<file path="src/hw/pdc_defs.vh">
// pdc_defs.vh: offsets, field positions, reset values and codes of the pointer decoder register bank
`ifndef PDC_DEFS_VH
`define PDC_DEFS_VH

// ****************************************
// pointer byte fields
// ****************************************
`define PDC_PTR_MODE_HI 7
`define PDC_PTR_MODE_LO 4
`define PDC_PTR_SEL_HI 3
`define PDC_PTR_SEL_LO 0

// ****************************************
// mode codes
// ****************************************
`define PDC_MODE_CONFIG 4'h0
`define PDC_MODE_DAC_WRITE 4'h1
`define PDC_MODE_ADC_READ 4'h4
`define PDC_MODE_DAC_READ 4'h5
`define PDC_MODE_GPIO_READ 4'h6
`define PDC_MODE_REG_READ 4'h7

// ****************************************
// configuration register offsets
// ****************************************
`define PDC_OFS_NO_OPERATION 4'h0
`define PDC_OFS_CURRENT_BOOST 4'h1
`define PDC_OFS_ADC_SEQUENCE 4'h2
`define PDC_OFS_GENERAL_CONTROL 4'h3
`define PDC_OFS_ADC_PIN_SELECT 4'h4
`define PDC_OFS_VOLTAGE_OUT_PIN_SELECT 4'h5
`define PDC_OFS_PULLDOWN_PIN_SELECT 4'h6
`define PDC_OFS_DAC_LOAD_MODE 4'h7
`define PDC_OFS_DIGITAL_OUT_PIN_SELECT 4'h8
`define PDC_OFS_DIGITAL_OUT_DATA 4'h9
`define PDC_OFS_DIGITAL_IN_PIN_SELECT 4'hA
`define PDC_OFS_POWERDOWN_REFERENCE_CTRL 4'hB
`define PDC_OFS_OPEN_DRAIN_PIN_SELECT 4'hC
`define PDC_OFS_HIGH_IMPEDANCE_PIN_SELECT 4'hD
`define PDC_OFS_CURRENT_OUT_PIN_SELECT 4'hE
`define PDC_OFS_SOFT_RESET 4'hF

// ****************************************
// reset values
// ****************************************
`define PDC_RST_ZERO 16'h0000
`define PDC_RST_PULLDOWN 16'h00FF

// ****************************************
// field positions and masks
// ****************************************
`define PDC_BOOST_HI 8
`define PDC_BOOST_LO 5
`define PDC_BOOST_MASK 16'h01E0
`define PDC_GC_MASK 16'h02F0
`define PDC_PIN_MASK 16'h00FF
`define PDC_PIN_REG_SET 16'h7570
`define PDC_GC_ADC_BUFFER 9
`define PDC_GC_LOCK 7
`define PDC_GC_BROADCAST 6
`define PDC_GC_ADC_RANGE 5
`define PDC_GC_DAC_RANGE 4
`define PDC_DAC_CH_HI 2
`define PDC_LOAD_DIRECT 2'h0
`define PDC_LOAD_HOLD 2'h1
`define PDC_LOAD_TRANSFER 2'h2

`endif

</file>
<file path="src/hw/pdc_pointer_decode_config_regs.v">
// pdc_pointer_decode_config_regs.v: pointer byte decoder and configuration register bank
// Functional notes
// first data byte of a write is pointer
// pointer high nibble mode, low nibble selector
// decode six mode codes, others unused
// sixteen config registers; 0 nop, 15 reset
// all clear at reset except pull-down 0x00FF
// boost bits 8..5 for current channels 3..0
// host writes zeros to reserved bits
// control bit 9 enables ADC auxiliary buffer
// control bit 7 locks pin config registers
// control bit 6 broadcasts DAC writes
// control bit 5 selects ADC range
// control bit 4 selects voltage DAC range
// pin register bit n maps pin n
// current output only on pins 0..3
// bit one enables function on pin
// after power-up all pins pulled down
// DAC drives pin, ADC may still convert
// software reset equals hardware reset
// load mode field bits 1:0 decoded
// DAC write pointer bits 2..0 select channel
// two data bytes, MSB first, form word
// register updates only after both bytes
`timescale 1ns/1ns
`include "pdc_defs.vh"

module pdc_pointer_decode_config_regs
(
    input wire ref_clk_in,
    input wire reset_n_in,
    input wire frame_start_in,
    input wire byte_valid_in,
    input wire [7:0] byte_data_in,
    output reg [3:0] ptr_mode_out,
    output reg [3:0] ptr_sel_out,
    output reg ptr_valid_out,
    output wire mode_unused_out,
    output wire mode_adc_read_out,
    output wire mode_dac_read_out,
    output wire mode_gpio_read_out,
    output wire mode_reg_read_out,
    output reg [15:0] reg_read_data_out,
    output reg dac_write_out,
    output reg [7:0] dac_write_mask_out,
    output reg [15:0] dac_write_data_out,
    output reg dac_transfer_out,
    output wire dac_load_direct_out,
    output wire dac_load_hold_out,
    output reg soft_reset_out,
    output wire [3:0] current_boost_out,
    output wire [15:0] adc_sequence_out,
    output wire adc_buffer_en_out,
    output wire adc_range_double_out,
    output wire dac_range_double_out,
    output wire [15:0] powerdown_reference_out,
    output wire [7:0] pin_adc_en_out,
    output wire [7:0] pin_voltage_out_en_out,
    output wire [7:0] pin_current_out_en_out,
    output wire [7:0] pin_dac_drive_out,
    output wire [7:0] pin_pulldown_en_out,
    output wire [7:0] pin_digital_out_en_out,
    output wire [7:0] pin_digital_out_data_out,
    output wire [7:0] pin_digital_in_en_out,
    output wire [7:0] pin_open_drain_out,
    output wire [7:0] pin_high_impedance_out
);

    // ****************************************
    // byte sequencer
    // ****************************************
    localparam ST_POINTER = 2'b00;
    localparam ST_MSB = 2'b01;
    localparam ST_LSB = 2'b10;

    reg [1:0] state;
    reg [1:0] next_state;
    reg [7:0] msb_hold;
    reg [15:0] cur_boost;
    reg [15:0] adc_seq;
    reg [15:0] gen_ctrl;
    reg [15:0] adc_pins;
    reg [15:0] vout_pins;
    reg [15:0] pd_pins;
    reg [15:0] load_mode;
    reg [15:0] dout_pins;
    reg [15:0] dout_data;
    reg [15:0] din_pins;
    reg [15:0] pwr_ref;
    reg [15:0] od_pins;
    reg [15:0] hiz_pins;
    reg [15:0] iout_pins;

    wire word_done;
    wire [15:0] word;
    wire cfg_write;
    wire pin_reg_sel;
    wire locked;
    wire soft_clear;

    always @*
    begin
        next_state = state;
        case (state)
            ST_POINTER:
            begin
                if (byte_valid_in)
                    next_state = ST_MSB;
            end
            ST_MSB:
            begin
                if (byte_valid_in)
                    next_state = ST_LSB;
            end
            ST_LSB:
            begin
                // further bytes repeat whole words to the same pointer
                if (byte_valid_in)
                    next_state = ST_MSB;
            end
            default:
            begin
                next_state = ST_POINTER;
            end
        endcase
    end

    // a frame restart drops a half word
    always @(posedge ref_clk_in or negedge reset_n_in)
    begin
        if (!reset_n_in)
            state <= ST_POINTER;
        else if (frame_start_in || soft_clear)
            state <= ST_POINTER;
        else
            state <= next_state;
    end

    always @(posedge ref_clk_in or negedge reset_n_in)
    begin
        if (!reset_n_in)
            msb_hold <= 8'h00;
        else if (byte_valid_in && state == ST_MSB)
            msb_hold <= byte_data_in;
    end

    assign word_done = byte_valid_in && state == ST_LSB && !frame_start_in;
    assign word = {msb_hold, byte_data_in};

    // ****************************************
    // pointer decode
    // ****************************************
    always @(posedge ref_clk_in or negedge reset_n_in)
    begin
        if (!reset_n_in)
        begin
            ptr_mode_out <= 4'h0;
            ptr_sel_out <= 4'h0;
            ptr_valid_out <= 1'b0;
        end
        else if (soft_clear)
        begin
            ptr_mode_out <= 4'h0;
            ptr_sel_out <= 4'h0;
            ptr_valid_out <= 1'b0;
        end
        else if (byte_valid_in && state == ST_POINTER && !frame_start_in)
        begin
            ptr_mode_out <= byte_data_in[`PDC_PTR_MODE_HI:`PDC_PTR_MODE_LO];
            ptr_sel_out <= byte_data_in[`PDC_PTR_SEL_HI:`PDC_PTR_SEL_LO];
            ptr_valid_out <= 1'b1;
        end
    end

    assign mode_adc_read_out = ptr_valid_out && ptr_mode_out == `PDC_MODE_ADC_READ;
    assign mode_dac_read_out = ptr_valid_out && ptr_mode_out == `PDC_MODE_DAC_READ;
    assign mode_gpio_read_out = ptr_valid_out && ptr_mode_out == `PDC_MODE_GPIO_READ;
    assign mode_reg_read_out = ptr_valid_out && ptr_mode_out == `PDC_MODE_REG_READ;
    assign mode_unused_out = ptr_valid_out && !(ptr_mode_out == `PDC_MODE_CONFIG ||
        ptr_mode_out == `PDC_MODE_DAC_WRITE || mode_adc_read_out || mode_dac_read_out ||
        mode_gpio_read_out || mode_reg_read_out);

    // ****************************************
    // configuration writes
    // ****************************************
    assign cfg_write = word_done && ptr_mode_out == `PDC_MODE_CONFIG;
    localparam [15:0] PIN_REGS = `PDC_PIN_REG_SET;
    assign pin_reg_sel = PIN_REGS[ptr_sel_out];
    assign locked = gen_ctrl[`PDC_GC_LOCK] && pin_reg_sel;

    // clear lands a cycle late so the reset word completes
    always @(posedge ref_clk_in or negedge reset_n_in)
    begin
        if (!reset_n_in)
            soft_reset_out <= 1'b0;
        else
            soft_reset_out <= cfg_write && ptr_sel_out == `PDC_OFS_SOFT_RESET;
    end

    assign soft_clear = soft_reset_out;

    always @(posedge ref_clk_in or negedge reset_n_in)
    begin
        if (!reset_n_in)
        begin
            cur_boost <= `PDC_RST_ZERO;
            adc_seq <= `PDC_RST_ZERO;
            gen_ctrl <= `PDC_RST_ZERO;
            adc_pins <= `PDC_RST_ZERO;
            vout_pins <= `PDC_RST_ZERO;
            pd_pins <= `PDC_RST_PULLDOWN;
            load_mode <= `PDC_RST_ZERO;
            dout_pins <= `PDC_RST_ZERO;
            dout_data <= `PDC_RST_ZERO;
            din_pins <= `PDC_RST_ZERO;
            pwr_ref <= `PDC_RST_ZERO;
            od_pins <= `PDC_RST_ZERO;
            hiz_pins <= `PDC_RST_ZERO;
            iout_pins <= `PDC_RST_ZERO;
        end
        else if (soft_clear)
        begin
            cur_boost <= `PDC_RST_ZERO;
            adc_seq <= `PDC_RST_ZERO;
            gen_ctrl <= `PDC_RST_ZERO;
            adc_pins <= `PDC_RST_ZERO;
            vout_pins <= `PDC_RST_ZERO;
            pd_pins <= `PDC_RST_PULLDOWN;
            load_mode <= `PDC_RST_ZERO;
            dout_pins <= `PDC_RST_ZERO;
            dout_data <= `PDC_RST_ZERO;
            din_pins <= `PDC_RST_ZERO;
            pwr_ref <= `PDC_RST_ZERO;
            od_pins <= `PDC_RST_ZERO;
            hiz_pins <= `PDC_RST_ZERO;
            iout_pins <= `PDC_RST_ZERO;
        end
        else if (cfg_write && !locked)
        begin
            // reserved bits of boost, control and pin select registers are dropped and read as zero
            case (ptr_sel_out)
                `PDC_OFS_CURRENT_BOOST: cur_boost <= word & `PDC_BOOST_MASK;
                `PDC_OFS_ADC_SEQUENCE: adc_seq <= word;
                `PDC_OFS_GENERAL_CONTROL: gen_ctrl <= word & `PDC_GC_MASK;
                `PDC_OFS_ADC_PIN_SELECT: adc_pins <= word & `PDC_PIN_MASK;
                `PDC_OFS_VOLTAGE_OUT_PIN_SELECT: vout_pins <= word & `PDC_PIN_MASK;
                `PDC_OFS_PULLDOWN_PIN_SELECT: pd_pins <= word & `PDC_PIN_MASK;
                `PDC_OFS_DAC_LOAD_MODE: load_mode <= word;
                `PDC_OFS_DIGITAL_OUT_PIN_SELECT: dout_pins <= word & `PDC_PIN_MASK;
                `PDC_OFS_DIGITAL_OUT_DATA: dout_data <= word;
                `PDC_OFS_DIGITAL_IN_PIN_SELECT: din_pins <= word & `PDC_PIN_MASK;
                `PDC_OFS_POWERDOWN_REFERENCE_CTRL: pwr_ref <= word;
                `PDC_OFS_OPEN_DRAIN_PIN_SELECT: od_pins <= word & `PDC_PIN_MASK;
                `PDC_OFS_HIGH_IMPEDANCE_PIN_SELECT: hiz_pins <= word & `PDC_PIN_MASK;
                `PDC_OFS_CURRENT_OUT_PIN_SELECT: iout_pins <= word & `PDC_PIN_MASK;
                default:
                begin
                    // no operation and software reset store nothing
                    cur_boost <= cur_boost;
                end
            endcase
        end
    end

    // ****************************************
    // register readback
    // ****************************************
    always @*
    begin
        case (ptr_sel_out)
            `PDC_OFS_CURRENT_BOOST: reg_read_data_out = cur_boost;
            `PDC_OFS_ADC_SEQUENCE: reg_read_data_out = adc_seq;
            `PDC_OFS_GENERAL_CONTROL: reg_read_data_out = gen_ctrl;
            `PDC_OFS_ADC_PIN_SELECT: reg_read_data_out = adc_pins;
            `PDC_OFS_VOLTAGE_OUT_PIN_SELECT: reg_read_data_out = vout_pins;
            `PDC_OFS_PULLDOWN_PIN_SELECT: reg_read_data_out = pd_pins;
            `PDC_OFS_DAC_LOAD_MODE: reg_read_data_out = load_mode;
            `PDC_OFS_DIGITAL_OUT_PIN_SELECT: reg_read_data_out = dout_pins;
            `PDC_OFS_DIGITAL_OUT_DATA: reg_read_data_out = dout_data;
            `PDC_OFS_DIGITAL_IN_PIN_SELECT: reg_read_data_out = din_pins;
            `PDC_OFS_POWERDOWN_REFERENCE_CTRL: reg_read_data_out = pwr_ref;
            `PDC_OFS_OPEN_DRAIN_PIN_SELECT: reg_read_data_out = od_pins;
            `PDC_OFS_HIGH_IMPEDANCE_PIN_SELECT: reg_read_data_out = hiz_pins;
            `PDC_OFS_CURRENT_OUT_PIN_SELECT: reg_read_data_out = iout_pins;
            default: reg_read_data_out = `PDC_RST_ZERO;
        endcase
    end

    // ****************************************
    // DAC write and load control
    // ****************************************
    always @(posedge ref_clk_in or negedge reset_n_in)
    begin
        if (!reset_n_in)
        begin
            dac_write_out <= 1'b0;
            dac_write_mask_out <= 8'h00;
            dac_write_data_out <= 16'h0000;
        end
        else if (soft_clear)
        begin
            dac_write_out <= 1'b0;
            dac_write_mask_out <= 8'h00;
            dac_write_data_out <= 16'h0000;
        end
        else
        begin
            dac_write_out <= word_done && ptr_mode_out == `PDC_MODE_DAC_WRITE;
            if (word_done && ptr_mode_out == `PDC_MODE_DAC_WRITE)
            begin
                dac_write_data_out <= word;
                if (gen_ctrl[`PDC_GC_BROADCAST])
                    dac_write_mask_out <= 8'hFF;
                else
                    dac_write_mask_out <= 8'h01 << ptr_sel_out[`PDC_DAC_CH_HI:0];
            end
        end
    end

    // the transfer code moves all held inputs at once
    always @(posedge ref_clk_in or negedge reset_n_in)
    begin
        if (!reset_n_in)
            dac_transfer_out <= 1'b0;
        else
            dac_transfer_out <= cfg_write && ptr_sel_out == `PDC_OFS_DAC_LOAD_MODE &&
                word[1:0] == `PDC_LOAD_TRANSFER;
    end

    // reserved code: neither direct nor hold
    assign dac_load_direct_out = load_mode[1:0] == `PDC_LOAD_DIRECT;
    assign dac_load_hold_out = load_mode[1:0] == `PDC_LOAD_HOLD;

    // ****************************************
    // control fields
    // ****************************************
    assign current_boost_out = cur_boost[`PDC_BOOST_HI:`PDC_BOOST_LO] & iout_pins[3:0];
    assign adc_sequence_out = adc_seq;
    assign adc_buffer_en_out = gen_ctrl[`PDC_GC_ADC_BUFFER];
    assign adc_range_double_out = gen_ctrl[`PDC_GC_ADC_RANGE];
    assign dac_range_double_out = gen_ctrl[`PDC_GC_DAC_RANGE];
    assign powerdown_reference_out = pwr_ref;

    // ****************************************
    // per pin function enables
    // ****************************************
    genvar pin;
    generate
        for (pin = 0; pin < 8; pin = pin + 1)
        begin : g_pin
            wire drive;
            if (pin < 4)
            begin : g_cur
                assign pin_current_out_en_out[pin] = iout_pins[pin];
            end
            else
            begin : g_nocur
                assign pin_current_out_en_out[pin] = 1'b0;
            end
            assign drive = vout_pins[pin] | pin_current_out_en_out[pin];
            assign pin_voltage_out_en_out[pin] = vout_pins[pin];
            assign pin_dac_drive_out[pin] = drive;
            assign pin_adc_en_out[pin] = adc_pins[pin];
            // a driven pin drops its pull-down
            assign pin_pulldown_en_out[pin] = pd_pins[pin] & ~drive & ~dout_pins[pin];
            assign pin_digital_out_en_out[pin] = dout_pins[pin] & ~drive;
            assign pin_digital_out_data_out[pin] = dout_data[pin];
            assign pin_digital_in_en_out[pin] = din_pins[pin];
            assign pin_open_drain_out[pin] = od_pins[pin];
            assign pin_high_impedance_out[pin] = hiz_pins[pin];
        end
    endgenerate

endmodule

</file>
<file path="config.mk">
export PLATFORM = sky130hd
export DESIGN_NAME = pdc_pointer_decode_config_regs
export DESIGN_NICKNAME = d
export VERILOG_FILES = /design/src/hw/pdc_pointer_decode_config_regs.v
export VERILOG_INCLUDE_DIRS = /design/src /design/src/hw
export SDC_FILE = /design/constraint.sdc
export NUM_CORES = 1
export LEC_CHECK = 0
export ABC_AREA = 1
export ABC_CLOCK_PERIOD_IN_PS = 1650
export BUFFER_PORTS_ARGS = -buffer_cell sky130_fd_sc_hd__buf_4
export CORE_MARGIN = 2
export CORE_UTILIZATION = 51
export CTS_BUF_LIST = sky130_fd_sc_hd__clkbuf_4
export DETAILED_ROUTE_END_ITERATION = 8
export PLACE_DENSITY = 0.89
export SETUP_SLACK_MARGIN = 0.15
export SYNTH_ARGS = -nofsm -noshare
export SYNTH_HDL_FRONTEND = slang
export SYNTH_SLANG_ARGS = --single-unit
</file>
<file path="constraint.sdc">
create_clock -name ref_clk_in -period 1.65 [get_ports ref_clk_in]
set_input_delay 0.2475 -clock ref_clk_in [delete_from_list [all_inputs] [get_ports ref_clk_in]]
set_output_delay 0.2475 -clock ref_clk_in [all_outputs]
set_load 0.02 [all_outputs]
</file>
Yosys cells after proc, flatten, opt, wreduce, memory -nomap -nowiden
Memories as Yosys holds them, arrays and structs flattened.
Index checks and enable logic that the tools add are counted.
{"block": "word_totals", "output_inout_bits": 178, "word_cells": 220, "memories": 1, "in_bits": 12, "reg_bits": 270, "romBits": 16}
{"memory": "(name not given)", "words": 16, "width": 1, "read_ports": 1, "rd_clocked_by_memory_dff": 0, "wr": 0, "line_no": "pdc_pointer_decode_config_regs.v:188", "rtl": "assign pin_reg_sel = PIN_REGS[ptr_sel_out];"}
{"block": "classes", "order_cmp": 1, "shift": 1, "reduce_logical": 62, "bitwise_logic": 45, "eq_ne": 26, "muxes": 60}
{"cell": "$mux W16", "count": 44}
{"cell": "$pmux W16 S14", "count": 1}
{"cell": "$reduce_bool A2 Y1", "count": 17}
{"cell": "$eq A4 B3 Y1 const B", "count": 8}
{"cell": "$eq A4 B4 Y1 const B", "count": 8}
{"cell": "$reduce_and A2 Y1", "count": 15}
{"cell": "$and A1 B1 Y1", "count": 24}
{"cell": "$mux W8", "count": 3}
{"cell": "$logic_and A1 B1 Y1", "count": 17}
{"cell": "$mux W4", "count": 4}
{"cell": "$not A1 Y1", "count": 16}
{"cell": "$eq A4 B1 Y1 const B", "count": 2}
{"cell": "$eq A4 B2 Y1 const B", "count": 2}
{"cell": "$shl A1 B3 Y8 const A", "count": 1}
{"cell": "$logic_or A1 B1 Y1", "count": 6}
{"cell": "$mux W2", "count": 3}
{"cell": "$lt A4 B5 Y1 const B", "count": 1}
{"cell": "$and A4 B4 Y4", "count": 1}
{"cell": "$eq A2 B1 Y1 const B", "count": 2}
{"cell": "$eq A2 B2 Y1 const B", "count": 2}
{"cell": "$logic_not A2 Y1", "count": 2}
{"cell": "$logic_not A4 Y1", "count": 1}
{"cell": "$mux W1", "count": 4}
{"cell": "$or A1 B1 Y1", "count": 4}
{"cell": "other kinds (5)", "count": 7}

Logic depth before layout (Yosys ltp)
{"block": "depth", "depth_word": 8, "depth_mapped": 10, "ltp_nobuf": 9}

Least setup slack after synthesis
No wires, ideal clock.
{"block": "synth_path", "path_kind": "register -> output", "from": "reg ptr_sel_out[2]", "to": "out reg_read_data_out[3]", "path_stages_with_launch": 10, "path_buffers": 2, "slack_ns": -0.238, "arrival_ns": 1.641, "required_time_ns": 1.402, "path_cell_list": "dfrtp_1 > buf_2 > inv_2 > nand2_2 > nor2_4 > clkbuf_1 > nand2_1 > nand2_1 > nor2_1 > nand3_1"}
{"block": "synth_via", "elab_chain_cells": 2, "word_cells_on_any_way": 15, "cone_classes": "14 x eq/ne; 1 x mux"}
{"element": "start, declared", "line_no": "pdc_pointer_decode_config_regs.v:36", "rtl": "output reg [3:0] ptr_sel_out,"}
{"element": "start signal, assigned", "line_no": "pdc_pointer_decode_config_regs.v:170", "rtl": "ptr_sel_out <= byte_data_in[`PDC_PTR_SEL_HI:`PDC_PTR_SEL_LO];"}
{"element": "$eq A4 B4 Y1, or another cell as far along", "line_no": "pdc_pointer_decode_config_regs.v:270", "rtl": "case (ptr_sel_out)"}
{"element": "$pmux W16 S14 *", "line_no": "pdc_pointer_decode_config_regs.v:270"}
{"element": "end, declared", "line_no": "pdc_pointer_decode_config_regs.v:43", "rtl": "output reg [15:0] reg_read_data_out,"}
Every way passes the cells marked *; elsewhere a longest branch is shown, timed or not.

Worst setup path after layout
{"block": "layout_path", "from": "reg ptr_sel_out[1]", "to": "out reg_read_data_out[0]"}
The elaborated chain is that of the path after synthesis.

==> results.json <==
{
  "die-area_um2": 18700,
  "violations": "setup timing",
  "post_drt_via_cell_ratio": 6.27,
  "vias": 11010,
  "track_usage_pct": 37.1,
  "setup_viol": 186,
  "fin_tns_setup_ps": -40070,
  "ios": 190,
  "fin_skew_ps": 20.6,
  "drv_cap": 0,
  "drive_gt1_share_pct": 43.1,
  "clock_latency_ps": 630,
  "min_path_type": "in -> async",
  "route.met2.wl_um": 18000,
  "worst_pin_slew_ps": 580,
  "syn_area_um2": 8970,
  "finalHoldViolations": 0,
  "root_buffer": "clkbuf_4",
  "regArea_um2": 4630,
  "status": "finished with violations",
  "path_clk_slew_ps": 170,
  "nFillCells": 914,
  "top_layer": "met4",
  "syn_to_final_growth_pct": 55.1,
  "worst-endpoint-arrival_ps": 2250,
  "cpLargestDelayFamily": "simple AND/OR/NAND/NOR gates",
  "worstPathCellList": "nand2_4 > clkinvlp_4 > nand2_1 > o21ai_1 > nor2_2 > nand3_2 > buf_6",
  "synth_warnings": 0,
  "slew_headroom_pct": 61.2,
  "cts_tree": "done",
  "period_share_pct": 152,
  "final_cells": 1757,
  "power_density_nw_per_um2": 747,
  "core.rowCount": 48,
  "die_w_um": 137,
  "crit_required_ps": 1400,
  "drtPass1Iterations": 7,
  "cts.sinks": 183,
  "maxSlewViolCount": 0,
  "cp_slowest_cell": "dfrtp_2",
  "hpwl_um": 23000,
  "finalCoreUtilization_pct": 80.8,
  "wl_met3_um": 5430,
  "min_period_ps": 2500,
  "gp_congestion": 0.995,
  "rsz0062_at_grt": "yes",
  "fp.dieH_um": 137,
  "seq_area_frac_synth_pct": 51.2,
  "syn_area_per_cell_um2": 7.49,
  "p_leak_uw": 0.00754,
  "setup_ws_ps": -850,
  "critPathMaxFanout": 8,
  "wire_per_inst_um": 23.0,
  "drt_iter0_markers": 1727,
  "clockBufferDepth": 2,
  "htreeDepth": 4,
  "grt_pass1_wl_um": 52200,
  "dp_cells": 1637,
  "drc_errors": 0,
  "grt_max_degree": 56,
  "grt_pass1_vias": 9352,
  "design.core.area_um2": 17200,
  "cp_slowest_stage_delay_ps": 520,
  "multiInputGateArea_um2": 4720,
  "ant_nets": 0,
  "layout_common_cells": "416 x nand2_1, 217 x buf_4, 150 x nand3_1",
  "critPathLaunchType": "flip-flop",
  "synth_area_leaders": "dfrtp_1 49%, nand2_1 21%, nand3_1 10%",
  "grt-ovfl-total": 0,
  "setup.worst_path.end_class": "output pin",
  "netlist.area_leader.share_pct": 48.8,
  "clock.fmax_ghz": 0.400,
  "ys_ff_latch": 183,
  "nets": 1530,
  "cts_buffers": 17,
  "drt-met1-wl_um": 13400,
  "start_util_pct": 52.1,
  "peakVddDrop_uv": 496,
  "synth_top_cell_by_area": "dfrtp_1",
  "final_common_cell": "nand2_1",
  "grt_antenna_before_repair": 1,
  "critical_path_class": "reg -> out",
  "r2r_setup_slack_ps": -340,
  "synth_cell_types": 27,
  "wl_um": 40500,
  "crit_buf_inv": 2,
  "syn-instance-count": 1198,
  "portBuffers": 185
}
[final cells by class]
class | count | share of cell area (%)
antenna | 1 | 0.0180
clock buffer | 17 | 0.917
clock inverter | 15 | 1.52
inverter | 89 | 3.07
multi-input combinational | 863 | 33.9
sequential | 183 | 33.2
tap | 225 | 2.02
timing repair buffer | 363 | 25.2
timing repair inverter | 1 | 0.117
[state kept, by name (all words and copies together), names as in the netlist, 16 cells and up]
name / cells
adc_sequence_out: 16
dac_write_data_out: 16
dout_data: 16
load_mode: 16
powerdown_reference_out: 16
[final timing paths]
check / startpoint / to / depth (start not counted)
hold / removal: reset_n_in / iout_pins[7] / 2
max in group asynchronous: reset_n_in / pd_pins[3] / 3
min in group ref_clk_in: byte_data_in[0] / dac_transfer_out / 3
setup reg to reg: ptr_sel_out[1] / pd_pins[3] / 12
setup / recovery: ptr_sel_out[1] / reg_read_data_out[0] / 7
hold reg to reg: msb_hold[7] / msb_hold[7] / 2
[cell families after synthesis]
| kind of cell | count (synthesis) | share of synthesized area [%] |
|---|---|---|
| DFF | 183 | 51.2 |
| and+or+nand+nor | 785 | 36.8 |
| AOI/OAI and AO/OA | 70 | 4.13 |
| buffers and inverters | 159 | 7.92 |
| other | 1 | 0.0418 |
[through the flow]
stage | hold slack, ps | cell area [um^2] | power [uW] | worst slack, ps
2_1_floorplan | -48.1 | 9250 | 5710 | 36.7
6_report | 98.4 | 13900 | 10400 | -850
5_1_grt | 134 | 13900 | 10600 | -920
4_1_cts | 113 | 12700 | 9830 | -705
3_3_place_gp | 199 | 11400 | 6620 | -173
3_5_place_dp | 206 | 11400 | 6640 | -169
[Yosys cell counts]
library cell	number
nand2_1	496
nand3_1	180
dfrtp_1	175
nor2_1	79
inv_1	72
o21ai_0	57
clkbuf_1	34
buf_4	27
inv_2	16
nand3_2	11
dfstp_2	8
a21oi_1	7
nor3_1	5
buf_1	4
buf_2	4
o2111ai_1	4
nand2_2	3
nor2_4	3
a211oi_1	2
nand4_1	2
nor2_2	2
or2_2	2
buf_6	1
clkinv_1	1
conb_1	1
nand3b_1	1
nor4_1	1
[where the power goes]
group	switching, uW	leakage [uW]	internal [uW]
Sequential	198	0.00245	4650
Clock	1820	0.000171	1120
Combinational	1550	0.00492	1050
[routing by layer]
layer,global-route usage [%],up-vias
li1,-,4430
met1,48.8,5098
met2,58.2,1103
met3,9.30,379
met4,16.7,0
met5,0,-
[timing repair]
action                                  in CTS  in global routing
endpoints found under the hold margin      203                  0
setup buffers                               30                 37
pin swaps                                   35                 55
hold buffers                                11                  0
gates cloned                                 3                  6
gates resized for setup                    157                274
endpoints found under the setup margin     242                315
(Power assumes the default switching activity.)
